### config.mk
export PLATFORM = sky130hd
export DESIGN_NAME = swi_top
export DESIGN_NICKNAME = d
export VERILOG_FILES = /design/src/design/swi_top_fix.sv /design/src/design/swi_pkg.sv /design/src/design/swi_detect.sv /design/src/design/swi_top.sv
export SDC_FILE = /design/constraint.sdc
export NUM_CORES = 1
export LEC_CHECK = 0
export ABC_CLOCK_PERIOD_IN_PS = 2400
export BUFFER_PORTS_ARGS = -buffer_cell sky130_fd_sc_hd__buf_2
export CORE_ASPECT_RATIO = 2
export CORE_UTILIZATION = 45
export CTS_BUF_LIST = sky130_fd_sc_hd__clkbuf_16
export CTS_CLUSTER_DIAMETER = 80
export DETAILED_ROUTE_END_ITERATION = 8
export PLACE_DENSITY_LB_ADDON = 0.2
export SLEW_MARGIN = 20
export SYNTH_ARGS = -nofsm -noshare
export SYNTH_HDL_FRONTEND = slang
export SYNTH_SLANG_ARGS = --single-unit
### constraint.sdc
create_clock -name clk -period 2.4 [get_ports clk]
set_input_delay 0.36 -clock clk [delete_from_list [all_inputs] [get_ports clk]]
set_output_delay 0.36 -clock clk [all_outputs]
set_load 0.1 [all_outputs]
### src/design/swi_top_fix.sv
// holds no logic: the block is swi_top with one swi_detect per source

### src/design/swi_pkg.sv
// constants for the standby wake interrupt clear block
package swi_pkg;
  // source count and source index layout
  localparam int          SWI_SRC_N       = 15;   // fifteen standby-release sources
  localparam int          SWI_EXT_N       = 12;   // external interrupt inputs
  localparam int          SWI_SRC_KEY     = 12;   // combined key wake-up source
  localparam int          SWI_SRC_TICK    = 13;   // clock-tick source
  localparam int          SWI_SRC_TBASE   = 14;   // time-base source

  // register byte addresses
  localparam logic [31:0] SWI_CFG_A_ADDR  = 32'hFFFF_EE10; // sources 0..3
  localparam logic [31:0] SWI_CFG_B_ADDR  = 32'hFFFF_EE14; // sources 4..7
  localparam logic [31:0] SWI_CFG_C_ADDR  = 32'hFFFF_EE18; // sources 8..11
  localparam logic [31:0] SWI_CFG_D_ADDR  = 32'hFFFF_EE1C; // key, tick, time base
  localparam logic [31:0] SWI_CLEAR_ADDR  = 32'hFFFF_EE20; // standby_request_clear
  localparam logic [31:0] SWI_STATUS_ADDR = 32'hFFFF_EE28; // pending status, read only

  // register selector codes from the address decoder
  localparam logic [2:0]  SWI_SEL_CLEAR   = 3'h4;
  localparam logic [2:0]  SWI_SEL_STATUS  = 3'h5;
  localparam logic [2:0]  SWI_SEL_NONE    = 3'h7;

  // field layout inside each configuration byte lane
  localparam int          SWI_EN_BIT      = 0;    // release enable
  localparam int          SWI_MODE_LSB    = 4;    // two-bit active state field
  localparam int          SWI_LANE_W      = 8;    // one source per byte lane
  localparam int          SWI_CODE_W      = 4;    // clear code width

  // reset values
  localparam logic        SWI_EN_RST      = 1'b0;
  localparam logic [1:0]  SWI_MODE_RST    = 2'h2; // same code as SWI_MODE_FALL, the falling-edge state
  localparam logic [31:0] SWI_WORD_ZERO   = 32'h0000_0000;

  // active state encodings
  localparam logic [1:0]  SWI_MODE_LOW    = 2'h0;
  localparam logic [1:0]  SWI_MODE_HIGH   = 2'h1;
  localparam logic [1:0]  SWI_MODE_FALL   = 2'h2;
  localparam logic [1:0]  SWI_MODE_RISE   = 2'h3;

  // reserved clear code, ignored on write
  localparam logic [3:0]  SWI_CODE_RSVD   = 4'hF;
endpackage

### src/design/swi_detect.sv
// level or edge detector with pending latch for one wake source
`timescale 1ns/1ps
module swi_detect
  import swi_pkg::*;
(
  input  wire logic       clk,
  input  wire logic       arst_n,
  input  wire logic       src,          // source level, already in clk domain
  input  wire logic       enable,       // release enable
  input  wire logic [1:0] mode,         // active state selection
  input  wire logic       clear,        // one-cycle clear pulse
  output logic            pending       // latched request, level
);
  logic prev_reg;                       // source one cycle ago
  logic pend_reg;                       // pending latch
  logic hit;                            // active state seen this cycle

  // previous sample for edge detection
  always_ff @(posedge clk or negedge arst_n) begin
    if (!arst_n) begin
      prev_reg <= 1'b0;
    end else begin
      prev_reg <= src;
    end
  end

  // active state decode, gated by the enable
  always_comb begin
    hit = 1'b0;
    unique case (mode)
      SWI_MODE_LOW:  hit = !src;
      SWI_MODE_HIGH: hit = src;
      SWI_MODE_FALL: hit = prev_reg && !src;
      SWI_MODE_RISE: hit = !prev_reg && src;
    endcase
    hit = hit && enable;
  end

  // set wins over clear so an event in the clear cycle is kept
  always_ff @(posedge clk or negedge arst_n) begin
    if (!arst_n) begin
      pend_reg <= 1'b0;
    end else if (hit) begin
      pend_reg <= 1'b1;
    end else if (clear) begin
      pend_reg <= 1'b0;
    end
  end

  assign pending = pend_reg;
endmodule

### src/design/swi_top.sv
// standby wake source configuration, detection and request clear over apb
//
// Functional notes
// - two-bit active state: low, high, fall, rise
// - fifteen sources: twelve external, tick, timebase, key
// - external enable and state held here
// - key enable here, key levels outside
// - tick and time-base enable and state held here too
// - four-bit code clears selected source request
`timescale 1ns/1ps
module swi_top
  import swi_pkg::*;
(
  input  wire logic                 clk,
  input  wire logic                 arst_n,
  input  wire logic                 psel,
  input  wire logic                 penable,
  input  wire logic                 pwrite,
  input  wire logic [31:0]          paddr,
  input  wire logic [31:0]          pwdata,
  output logic      [31:0]          prdata,
  output logic                      pready,
  output logic                      pslverr,
  input  wire logic [SWI_EXT_N-1:0] external_irq,
  input  wire logic                 key_wakeup,
  input  wire logic                 clock_tick_interrupt,
  input  wire logic                 timebase_interrupt,
  output logic      [SWI_SRC_N-1:0] wake_request,
  output logic                      standby_release
);

  // register map: three words of external source lanes, one word for
  // key, tick and time base, the clear code word and a read-only status
  // word; any other address answers with pslverr and changes nothing
  // address decoder, used for both setup-phase read and access-phase write
  function automatic logic [2:0] reg_sel(input logic [31:0] addr);
    logic [2:0] sel;
    sel = SWI_SEL_NONE;
    unique case (addr)
      SWI_CFG_A_ADDR:  sel = 3'h0;
      SWI_CFG_B_ADDR:  sel = 3'h1;
      SWI_CFG_C_ADDR:  sel = 3'h2;
      SWI_CFG_D_ADDR:  sel = 3'h3;
      SWI_CLEAR_ADDR:  sel = SWI_SEL_CLEAR;
      SWI_STATUS_ADDR: sel = SWI_SEL_STATUS;
      default:         sel = SWI_SEL_NONE;
    endcase
    return sel;
  endfunction

  // per-source configuration and state
  logic [SWI_SRC_N-1:0] en_reg;               // release enables
  logic [1:0]           mode_reg [SWI_SRC_N]; // active state per source
  logic [SWI_SRC_N-1:0] clr_reg;              // one-cycle clear pulses
  logic [SWI_SRC_N-1:0] pending;              // latched requests
  logic [SWI_SRC_N-1:0] g_det_pending;        // detector latch outputs
  logic [SWI_SRC_N-1:0] src_level;            // source levels in clk domain
  // only the second stage reads the first, so no logic sees a metastable bit
  logic [SWI_EXT_N-1:0] ext_meta_reg;         // first synchroniser stage
  logic [SWI_EXT_N-1:0] ext_sync_reg;         // second synchroniser stage

  // bus state
  logic [31:0]          prdata_reg;           // read data, loaded in setup
  logic                 pready_reg;           // high during the access phase
  logic                 pslverr_reg;          // unmapped address flag
  logic                 standby_release_reg;  // any pending request
  logic [2:0]           setup_sel;            // decode in setup
  logic [2:0]           acc_sel;              // decode in access
  logic                 wr_fire;              // write completes this edge
  logic [31:0]          rd_word;              // assembled read value

  // the address stands unchanged from setup through access, so the same
  // decode serves both phases
  assign setup_sel = reg_sel(paddr);
  assign acc_sel   = reg_sel(paddr);
  assign wr_fire   = psel && penable && pready_reg && pwrite;

  // external pins cross into clk through two flops each
  // a detector sees a pin change two edges late; a pin pulse must last
  // at least one full clock or it may be missed
  always_ff @(posedge clk or negedge arst_n) begin
    if (!arst_n) begin
      ext_meta_reg <= '0;
      ext_sync_reg <= '0;
    end else begin
      ext_meta_reg <= external_irq;
      ext_sync_reg <= ext_meta_reg;
    end
  end

  // source order matches the clear codes; tick, time base and key
  // come from on-chip logic on this clock, so no synchroniser
  assign src_level = {timebase_interrupt, clock_tick_interrupt,
                      key_wakeup, ext_sync_reg};

  // configuration writes: one byte lane per source, four per word
  // the upper byte of the key word has no flops behind it, so writes
  // there are lost and it reads zero
  always_ff @(posedge clk or negedge arst_n) begin
    if (!arst_n) begin
      en_reg <= '0;
      for (int s = 0; s < SWI_SRC_N; s++) begin
        mode_reg[s] <= SWI_MODE_RST;
      end
    end else if (wr_fire) begin
      for (int s = 0; s < SWI_SRC_N; s++) begin
        // external, key, tick and time-base enables with their states live here
        if (acc_sel == 3'(s / 4)) begin
          en_reg[s]   <= pwdata[SWI_LANE_W*(s%4) + SWI_EN_BIT];
          mode_reg[s] <= pwdata[SWI_LANE_W*(s%4) + SWI_MODE_LSB +: 2];
        end
      end
    end
  end

  // clear code register: decode to a pulse, reserved code is dropped
  // the pulse lasts one cycle, so the latch clears one edge after the
  // write; an event in that same cycle still sets it again
  always_ff @(posedge clk or negedge arst_n) begin
    if (!arst_n) begin
      clr_reg <= '0;
    end else begin
      clr_reg <= '0;
      if (wr_fire && acc_sel == SWI_SEL_CLEAR &&
          pwdata[SWI_CODE_W-1:0] != SWI_CODE_RSVD) begin
        clr_reg[pwdata[SWI_CODE_W-1:0]] <= 1'b1;
      end
    end
  end

  // one detector per source
  // every lane is the same edge and latch logic, so one generate loop
  // keeps the fifteen copies identical
  genvar g;
  generate
    for (g = 0; g < SWI_SRC_N; g++) begin : g_det
      swi_detect u_det (
        .clk     (clk),
        .arst_n  (arst_n),
        .src     (src_level[g]),
        .enable  (en_reg[g]),
        .mode    (mode_reg[g]),
        .clear   (clr_reg[g]),
        .pending (g_det_pending[g])
      );
    end
  endgenerate

  // collect detector outputs
  assign pending = g_det_pending;

  // read value assembly; the clear register always reads zero
  // built from the setup address, so status shows the latches as they
  // stood at the setup edge
  always_comb begin
    rd_word = SWI_WORD_ZERO;
    if (setup_sel == SWI_SEL_STATUS) begin
      rd_word[SWI_SRC_N-1:0] = pending;
    end else if (setup_sel < SWI_SEL_CLEAR) begin
      for (int s = 0; s < SWI_SRC_N; s++) begin
        if (setup_sel == 3'(s / 4)) begin
          rd_word[SWI_LANE_W*(s%4) + SWI_EN_BIT]        = en_reg[s];
          rd_word[SWI_LANE_W*(s%4) + SWI_MODE_LSB +: 2] = mode_reg[s];
        end
      end
    end
  end

  // apb slave: one wait-free access phase after every setup
  // pready rises for the access phase and falls at the next edge, so
  // back-to-back transfers need no idle cycle between them
  always_ff @(posedge clk or negedge arst_n) begin
    if (!arst_n) begin
      pready_reg  <= 1'b0;
      prdata_reg  <= SWI_WORD_ZERO;
      pslverr_reg <= 1'b0;
    end else if (psel && !penable) begin
      // setup: answer is ready at the next edge
      pready_reg  <= 1'b1;
      prdata_reg  <= pwrite ? SWI_WORD_ZERO : rd_word;
      pslverr_reg <= (setup_sel == SWI_SEL_NONE);
    end else begin
      // access done or idle: drop the answer
      pready_reg  <= 1'b0;
      prdata_reg  <= SWI_WORD_ZERO;
      pslverr_reg <= 1'b0;
    end
  end

  // combined release request toward the standby control
  // one cycle behind wake_request; standby control only needs a level,
  // so the extra flop costs nothing and keeps the output registered
  always_ff @(posedge clk or negedge arst_n) begin
    if (!arst_n) begin
      standby_release_reg <= 1'b0;
    end else begin
      standby_release_reg <= |pending;
    end
  end

  // every output below is a plain flop output
  // only the fifteen release sources leave here; others go straight
  // to the cpu_interrupt_controller and never enter this block
  assign wake_request    = pending;
  assign standby_release = standby_release_reg;
  assign prdata          = prdata_reg;
  assign pready          = pready_reg;
  assign pslverr         = pslverr_reg;
endmodule

## Word level (Yosys, flattened, before mapping)

Index checks and enable logic that the tools add are counted.

| word-level totals | value |
|---|---|
| latch bits | 0 |
| output and inout bits | 50 |
| word-level logic and storage cells | 339 |
| memories | 0 |
| RAM bits | 0 |
| bits of input ports | 84 |
| flip-flop bits (word level) | 149 |
| bits in read-only memories | 0 |

| cells by class | value |
|---|---|
| multiplexer cells | 103 |
| multipliers | 0 |
| magnitude comparators | 3 |
| shift-type cells | 0 |
| equal/unequal tests | 58 |
| add/subtract/negate cells | 0 |
| div/mod/pow operators | 0 |
| reductions and logical operators | 119 |
| bitwise gates (word level) | 0 |

Operators with widths:

| operator | count |
|---|---|
| $eq 32x32->1 const B | 6 |
| $eq 2x2->1 const B | 30 |
| $mux 30 | 2 |
| $pmux 1 s4 | 15 |
| $mux 1 | 57 |
| $logic_and 1x1->1 | 52 |
| $mux 2 | 24 |
| $logic_not 1->1 | 31 |
| $eq 2x1->1 const B | 15 |
| $logic_not 2->1 | 15 |
| $reduce_bool 2->1 | 15 |
| $pmux 3 s6 | 1 |
| $mux 15 | 1 |
| $reduce_or 15->1 | 1 |
| $eq 3x3->1 const B | 3 |
| $reduce_and 2->1 | 4 |
| $eq 3x2->1 const B | 2 |
| $mux 3 | 2 |
| $lt 4x5->1 const B | 1 |
| $demux 1 s4 | 1 |
| $ge 4x1->1 const B | 1 |
| $ne 4x4->1 const B | 1 |
| $eq 3x1->1 const B | 1 |
| $logic_not 3->1 | 1 |
| $lt 3x3->1 const B | 1 |

## Logic depth before layout (Yosys ltp)

Gate-level depths: netlist (run 1).

| logic depth | value |
|---|---|
| word-level depth | 11 |
| depth in mapped cells | 6 |
| gate-level depth less buffers | 4 |

## Hierarchy

From an unflattened synthesis (run 1), not the netlist that was laid out.

| unflattened totals | value |
|---|---|
| cell total of the unflattened synthesis | 466 |
| area total of the unflattened synthesis | 5809.3 µm² |

By module, submodules not included:

| module | cells an instance | times used | area each (µm²) | seq. area each (µm²) |
|---|---|---|---|---|
| swi_top | 331 | 1 | 4476.8 | 2721.4 |
| swi_detect | 9 | 15 | 88.8 | 50.0 |

## Worst setup path after synthesis (run 1)

OpenSTA, ideal clock, no wires.

| timing path | value |
|---|---|
| path kind | register to register |
| from | reg pready_reg, in the netlist pready |
| to | reg en_reg[2] |
| setup slack | -0.105 ns |
| required time | 2.275 ns |
| period minus slack after synthesis | 2.505 ns |
| library setup time | 0.125 ns |
| cell stages (with the launch flop) | 6 |
| buffers on the path | 1 |
| arrival time | 2.380 ns |
| cell sequence | dfrtp_1 > nand4_1 > nor3_1 > and4b_1 > buf_2 > mux2_2 |

| between the ends | value |
|---|---|
| cells in the longest elaborated chain, start to end | 3 |

Ends and longest elaborated chain:

| element | line | text |
|---|---|---|
| from (decl) | swi_top.sv:64 | `logic pready_reg;` |
| from (signal assigned) | swi_top.sv:174 | `pready_reg <= 1'b0;` |
| from (signal assigned) | swi_top.sv:179 | `pready_reg <= 1'b1;` |
| from (signal assigned) | swi_top.sv:184 | `pready_reg <= 1'b0;` |
| $logic_and 1x1->1 (2 in series) | swi_top.sv:76 | `assign wr_fire = psel && penable && pready_reg && pwrite;` |
| $reduce_and 2->1 (no source line) | n/a |  |
| to (signal, indexed assignment) | swi_top.sv:109 | `en_reg[s] <= pwdata[SWI_LANE_W*(s%4) + SWI_EN_BIT];` |
| to (decl) | swi_top.sv:52 | `logic [SWI_SRC_N-1:0] en_reg;` |

Every way passes these cells.
A chain may end at the register's enable or synchronous reset.

## Worst setup path in the final report (run 1)

| timing path | value |
|---|---|
| from | in paddr[8] |
| to | reg en_reg[14] |

| between the ends | value |
|---|---|
| cells in the longest elaborated chain, start to end | 4 |
| elaborated cells on any way between the ends | 9 |
| those cells by class | eq/ne: 7; mux: 1; reduce/logical: 1 |

Ends and longest elaborated chain:

| element | line | text |
|---|---|---|
| from (decl) | swi_top.sv:19 | `input wire logic [31:0] paddr,` |
| $eq 32x32->1 | swi_top.sv:39 | `unique case (addr)` |
| $pmux 3 s6 (*) | swi_top.sv:39 |  |
| $eq 3x2->1 (*) | swi_top.sv:108 | `if (acc_sel == 3'(s / 4)) begin` |
| $reduce_and 2->1 (no source line) (*) | n/a |  |

Every way passes the cells marked *; elsewhere a longest branch is shown, timed or not.

==> metrics, run 1 <==
EDFF count, synth=0; maximum resistive drop on vdd=0.000496 V; Area growth syn-to-layout=22.2%; nets=653; Root Driver=sky130_fd_sc_hd__clkbuf_16; sequential-to-total area share from yosys stat=0.616; Worst Tran Pin Value=0.613 ns; Top Ports=134; CTS hold repair buffers=1; Max Fanout on Critical Path=9; Critical Path Sink Type=flop; Total Routed Length=12.9 mm; critical path start-end classification=in2reg; routed via count divided by cell count=5.18; total congestion overflow=0; die area=13000 um2; static leakage=3.27 nW; placed wire-length estimate after detailed placement=9.67 mm; CTS buffer count=17; Die Width=81.2 um; final critical path time including I/O delays and setup=2.09 ns; flip-flop and latch count after synthesis=138; Max stage delay cell, worst path=sky130_fd_sc_hd__or4_2; insertion delay of the later-clocked pin in the worst-skew pair=0.41 ns; Yosys top cell area share=0.546; core area=12200 um2; DIE HEIGHT=160 um; flip-flop count of the largest register, all copies and words added=30; number of global-route vias before repair=4037; number of sinks on the clock net=138; Hold Worst Slack=0.0512 ns; Max Buffers Root-to-Sink=2; post-detailed-placement cell area=6330 um2; fill cell count=1048; data required time at the worst endpoint=2.69 ns; CTS tree=done; DR WL/cell=17.7 um; ordered list of cells on the worst path=buf_2 > nand4b_1 > or4_2 > or4_4 > mux2_4; critical path buffer and inverter count=1; worst stage delay on the critical path=0.72 ns; cell count after synthesis=452; Post-CTS Setup Repair Bufs=0; initial antenna violation count=0; violation count after the first detailed-route iteration=155; critical path startpoint category=primary input; count of cell types in the netlist=38; number of port buffers=105; Placer Congestion=0.779; vias=3778; max-slew headroom at the worst pin=0.591; cell area after technology mapping=5640 um2; RSZ-0062 raised after global routing=no; number of remaining DRC errors=0; flip-flop and latch area=3470 um2; Row Count=57; Clock Skews=0.00660 ns; initial core utilization=0.462; ANT nets after route=0; combined global-route utilization of all metal layers=0.218; final design area excluding fillers=6890 um2; mean instance size in the synthesized netlist=12.5 um2; power per unit of standard cell area=735 nW/um2; final setup fails=0; outcome=finished clean; fin crit share=0.871; Resize count post-CTS=0; data arrival time of the critical path=2.38 ns; Pre-Repair DR Iteration Count=4; wire length of the first global-routing pass=20.4 mm; Max Clk Rate=478 MHz; maximum number of pins on one net before global-route repair=67; area of the multi-input gates=1900 um2; number of diodes=0; gate family responsible for the most delay along the worst path=simple AND/OR/NAND/NOR gates; ys flop type=sky130_fd_sc_hd__dfrtp_1; pins over their slew limit=0; Yosys warning total=0; MaxCap Viol Count=0; clock-pin slew reported for the worst setup and hold paths after clock tree synthesis=0.06 ns; fraction of final layout cells with drive strength greater than 1=0.385; leading post-synthesis cells by cell area=sky130_fd_sc_hd__dfrtp_1, sky130_fd_sc_hd__mux2_2, sky130_fd_sc_hd__dfstp_2; post-synthesis async set-or-reset flop share=1.00; number of hold violations in the final report=0; class of the tightest hold or removal check=in2reg; depth of the CTS H-tree=4; top cell type by total area after synthesis=sky130_fd_sc_hd__dfrtp_1
cell usage after synthesis, types with 2 or more instances:
cell type and n:
sky130_fd_sc_hd__a21oi_1 9, sky130_fd_sc_hd__a22o_1 6, sky130_fd_sc_hd__a22oi_1 6, sky130_fd_sc_hd__a31oi_1 3, sky130_fd_sc_hd__buf_1 2, sky130_fd_sc_hd__buf_4 27
sky130_fd_sc_hd__clkbuf_1 7, sky130_fd_sc_hd__dfrtp_1 123, sky130_fd_sc_hd__dfstp_2 15, sky130_fd_sc_hd__inv_1 15, sky130_fd_sc_hd__mux2_2 42, sky130_fd_sc_hd__mux2_4 9
sky130_fd_sc_hd__mux2i_1 6, sky130_fd_sc_hd__nand2_1 25, sky130_fd_sc_hd__nand2b_1 2, sky130_fd_sc_hd__nand3_1 15, sky130_fd_sc_hd__nand4_1 11, sky130_fd_sc_hd__nand4b_1 2
sky130_fd_sc_hd__nor2_1 21, sky130_fd_sc_hd__nor2b_1 10, sky130_fd_sc_hd__nor3_1 20, sky130_fd_sc_hd__nor3b_1 2, sky130_fd_sc_hd__nor4_1 7, sky130_fd_sc_hd__o21ai_0 29
sky130_fd_sc_hd__or4_4 2, sky130_fd_sc_hd__xnor2_1 24
final timing paths:
kind / from / end / slack (ns) / cells past startpoint
max: paddr[8] / en_reg[14] / 0.31 / 5
min: external_irq[11] / ext_meta_reg[11] / 0.05 / 1
max reg2reg: pready / en_reg[2] / 0.62 / 5
min reg2reg: ext_meta_reg[10] / ext_sync_reg[10] / 0.35 / 0
max in group asynchronous: arst_n / mode_reg[17] / 1.18 / 3
min in group asynchronous: arst_n / ext_meta_reg[9] / 0.51 / 2
cells in the final DEF (no fill, tap or decap), types with 9 or more instances in the layout:
master	netlist	layout
sky130_fd_sc_hd__a21oi_1	9	9
sky130_fd_sc_hd__buf_2	1	104
sky130_fd_sc_hd__nand2_1	25	25
sky130_fd_sc_hd__nand4_1	11	11
sky130_fd_sc_hd__clkbuf_16	0	17
sky130_fd_sc_hd__dfrtp_1	123	122
sky130_fd_sc_hd__conb_1	1	11
sky130_fd_sc_hd__mux2_2	42	42
sky130_fd_sc_hd__buf_4	27	17
sky130_fd_sc_hd__xnor2_1	24	24
sky130_fd_sc_hd__nor2_1	21	21
sky130_fd_sc_hd__inv_1	15	20
sky130_fd_sc_hd__nand3_1	15	15
sky130_fd_sc_hd__nor3_1	20	20
sky130_fd_sc_hd__dfstp_2	15	15
sky130_fd_sc_hd__nor2b_1	10	10
sky130_fd_sc_hd__o21ai_0	29	29
sky130_fd_sc_hd__mux2_4	9	9
stage by stage:
step | total power [mW] | instances | utilization | setup slack, ns | TNS (ns)
3_3_place_gp | 2.71 | 696 | 0.519 | -0.0828 | -0.618
4_1_cts | 5.12 | 729 | 0.565 | 0.310 | 0
5_1_grt | 5.25 | 729 | 0.565 | 0.288 | 0
2_1_floorplan | 2.58 | 462 | - | 0.0347 | 0
3_5_place_dp | 2.71 | 696 | 0.519 | -0.120 | -1.18
6_report | 5.06 | 729 | 0.565 | 0.309 | 0
report_power, final:
part           switching [mW]  leakage (nW)  total [mW]  internal, mW
logic                   0.203          1.23       0.287        0.0836
registers              0.0171          1.76        2.38          2.37
clock network           0.904         0.285        2.39          1.49
total                    1.12          3.27        5.06          3.94
logic make-up (layout without fill, tap and decap cells):
kind of cell | count (synthesis) | count (layout) | synth area share
AOI/OAI and AO/OA | 54 | 54 | 0.0559
xor gates and xnor gates | 24 | 24 | 0.0373
buffers and inverters | 53 | 173 | 0.0548
DFF | 138 | 138 | 0.616
muxes | 57 | 57 | 0.118
other | 1 | 11 | 0.000665
and+or+nand+nor | 125 | 125 | 0.117
routing by layer:
metal  global-route usage  part of all wire
met1                0.221              0.35
met2                0.401              0.58
met3               0.0483             0.038
met4                0.109             0.032
met5                    0                 0
layout make-up:
type,instances,area share
tap,147,0.0267
clock buffer,17,0.0617
multi-input combinational,271,0.276
sequential,138,0.504
inverter,15,0.00817
timing repair buffer,126,0.106
clock inverter,15,0.0176
(Power assumes the default switching activity.)
==> run 2, diff against run 1 <==
==> constraint.sdc (replaced) <==
create_clock -name clk -period 2.4 [get_ports clk]
set_input_delay 0.36 -clock clk [delete_from_list [all_inputs] [get_ports clk]]
set_output_delay 0.36 -clock clk [all_outputs]
set_load 0.05 [all_outputs]
==> run 2 against run 1 <==
Against the previous run: wire length fell by 1.0%; register-to-register slack improved by 0.08 ns; critical path depth did not move; critical endpoint is now en_reg[12]; clock-buffer cell count did not move; total power rose by 0.34%; combinational power fell by 15%; sequential share of layout area rose by 0.073 points; first-iteration DRC count fell by 12%; via count fell by 1.2%; clock power rose by 3%; highest routed layer unchanged.
==> metrics, run 2 (same netlist as run 1, synthesis figures left out) <==
wire length of the first global-routing pass=20.4 mm; number of port buffers=105; Reg2Reg Setup Slack=0.70 ns; nets=651; number of remaining DRC errors=0; Row Count=57; core area=12200 um2; DIE HEIGHT=160 um; maximum resistive drop on vdd=0.000513 V; Placer Congestion=0.777; critical path start-end classification=in2reg; Pre-Repair DR Iteration Count=4; final setup fails=0; Max Clk Rate=479 MHz; Final TNS setup=0 ns; pins over their slew limit=0; number of diodes=0; Clock Skews=0.00814 ns; fraction of power consumed by sequential logic=0.469; routed via count divided by cell count=5.13; number of global-route vias before repair=3992; Area growth syn-to-layout=22.0%; Max stage delay cell, worst path=sky130_fd_sc_hd__or4_2; CTS hold repair buffers=1; data arrival time of the critical path=2.37 ns; P_sw=1.13 mW; Max Buffers Root-to-Sink=2; most common cell after layout, fill and taps aside=sky130_fd_sc_hd__dfrtp_1; Switching Share=0.222; non-filler cells in the finished layout=727; DR WL/cell=17.6 um; ordered list of cells on the worst path=buf_2 > nand4b_1 > or4_2 > or4_4 > mux2_4; power per unit of standard cell area=739 nW/um2; outcome=finished clean; Hold Worst Slack=0.0479 ns; vias=3731; Top Ports=134; depth of the CTS H-tree=4; Total Routed Length=12.8 mm; flip-flop and latch area=3470 um2; combined global-route utilization of all metal layers=0.218; MaxCap Viol Count=0; insertion delay of the later-clocked pin in the worst-skew pair=0.41 ns; Post-CTS Setup Repair Bufs=0; max-slew headroom at the worst pin=0.641; fin crit share=0.869; Worst Tran Pin Value=0.534 ns; combinational group share of total power=0.048; gate family responsible for the most delay along the worst path=simple AND/OR/NAND/NOR gates; final critical path time including I/O delays and setup=2.09 ns; static leakage=3.25 nW; Resize count post-CTS=0; total congestion overflow=0; critical path buffer and inverter count=1; clock-pin slew reported for the worst setup and hold paths after clock tree synthesis=0.06 ns; internal portion of total power=3.95 mW; data required time at the worst endpoint=2.69 ns; placed wire-length estimate after detailed placement=9.76 mm; Critical Path Sink Type=flop; die area=13000 um2; initial antenna violation count=0; CTS tree=done; number of hold violations in the final report=0; ANT nets after route=0; highest-count cells in the layout ignoring fill and taps=sky130_fd_sc_hd__dfrtp_1, sky130_fd_sc_hd__buf_2, sky130_fd_sc_hd__mux2_2; CTS buffer count=17; Final Util=0.564; proportion of power drawn by the clock network=0.483; class of the tightest hold or removal check=in2reg; critical path startpoint category=primary input; Max Fanout on Critical Path=9; number of placed cells counting well taps=694; Root Driver=sky130_fd_sc_hd__clkbuf_16; fill cell count=1045; initial core utilization=0.462; Die Width=81.2 um; maximum number of pins on one net before global-route repair=55; fraction of final layout cells with drive strength greater than 1=0.388; violation count after the first detailed-route iteration=136; number of sinks on the clock net=138; area of the multi-input gates=1900 um2; RSZ-0062 raised after global routing=no; worst stage delay on the critical path=0.72 ns; flip-flop count of the largest register, all copies and words added=30
[run 2: final cells by class]
type	instances	area share
clock buffer	17	0.0618
clock inverter	15	0.0200
inverter	15	0.00818
multi-input combinational	271	0.276
sequential	138	0.505
tap	147	0.0267
timing repair buffer	124	0.102
[run 2: final timing paths]
path,cells after the start,endpoint,startpoint
max,5,en_reg[12],paddr[8]
min,1,ext_meta_reg[11],external_irq[11]
max reg2reg,5,en_reg[2],pready
min reg2reg,0,ext_sync_reg[1],ext_meta_reg[1]
max in group asynchronous,3,mode_reg[25],arst_n
min in group asynchronous,2,prdata[11],arst_n
[run 2: per-stage QoR]
step                      power [mW]  setup WS [ns]  cell area, um2
after floorplan                 2.53         0.0347            5680
after global placement          2.66        -0.0825            6310
after detailed placement        2.67         -0.119            6310
after CTS                       5.13          0.316            6880
after global routing            5.27          0.293            6880
final                           5.08          0.314            6880
[run 2: power groups by stage]
| stage | logic [mW] | registers [mW] | clock network (mW) |
|---|---|---|---|
| 2_1_floorplan | 0.109 | 2.42 | 0 |
| 3_3_place_gp | 0.242 | 2.42 | 0 |
| 3_5_place_dp | 0.246 | 2.42 | 0 |
| 4_1_cts | 0.248 | 2.38 | 2.49 |
| 5_1_grt | 0.269 | 2.38 | 2.62 |
| 6_report | 0.244 | 2.38 | 2.46 |
[run 2: layer usage]
layer | share of wire | vias to the layer above | track usage
met5 | 0 | - | 0
met4 | 0.049 | 0 | 0.127
met3 | 0.041 | 27 | 0.0534
met2 | 0.54 | 122 | 0.378
met1 | 0.37 | 1817 | 0.233
li1 | - | 1765 | -
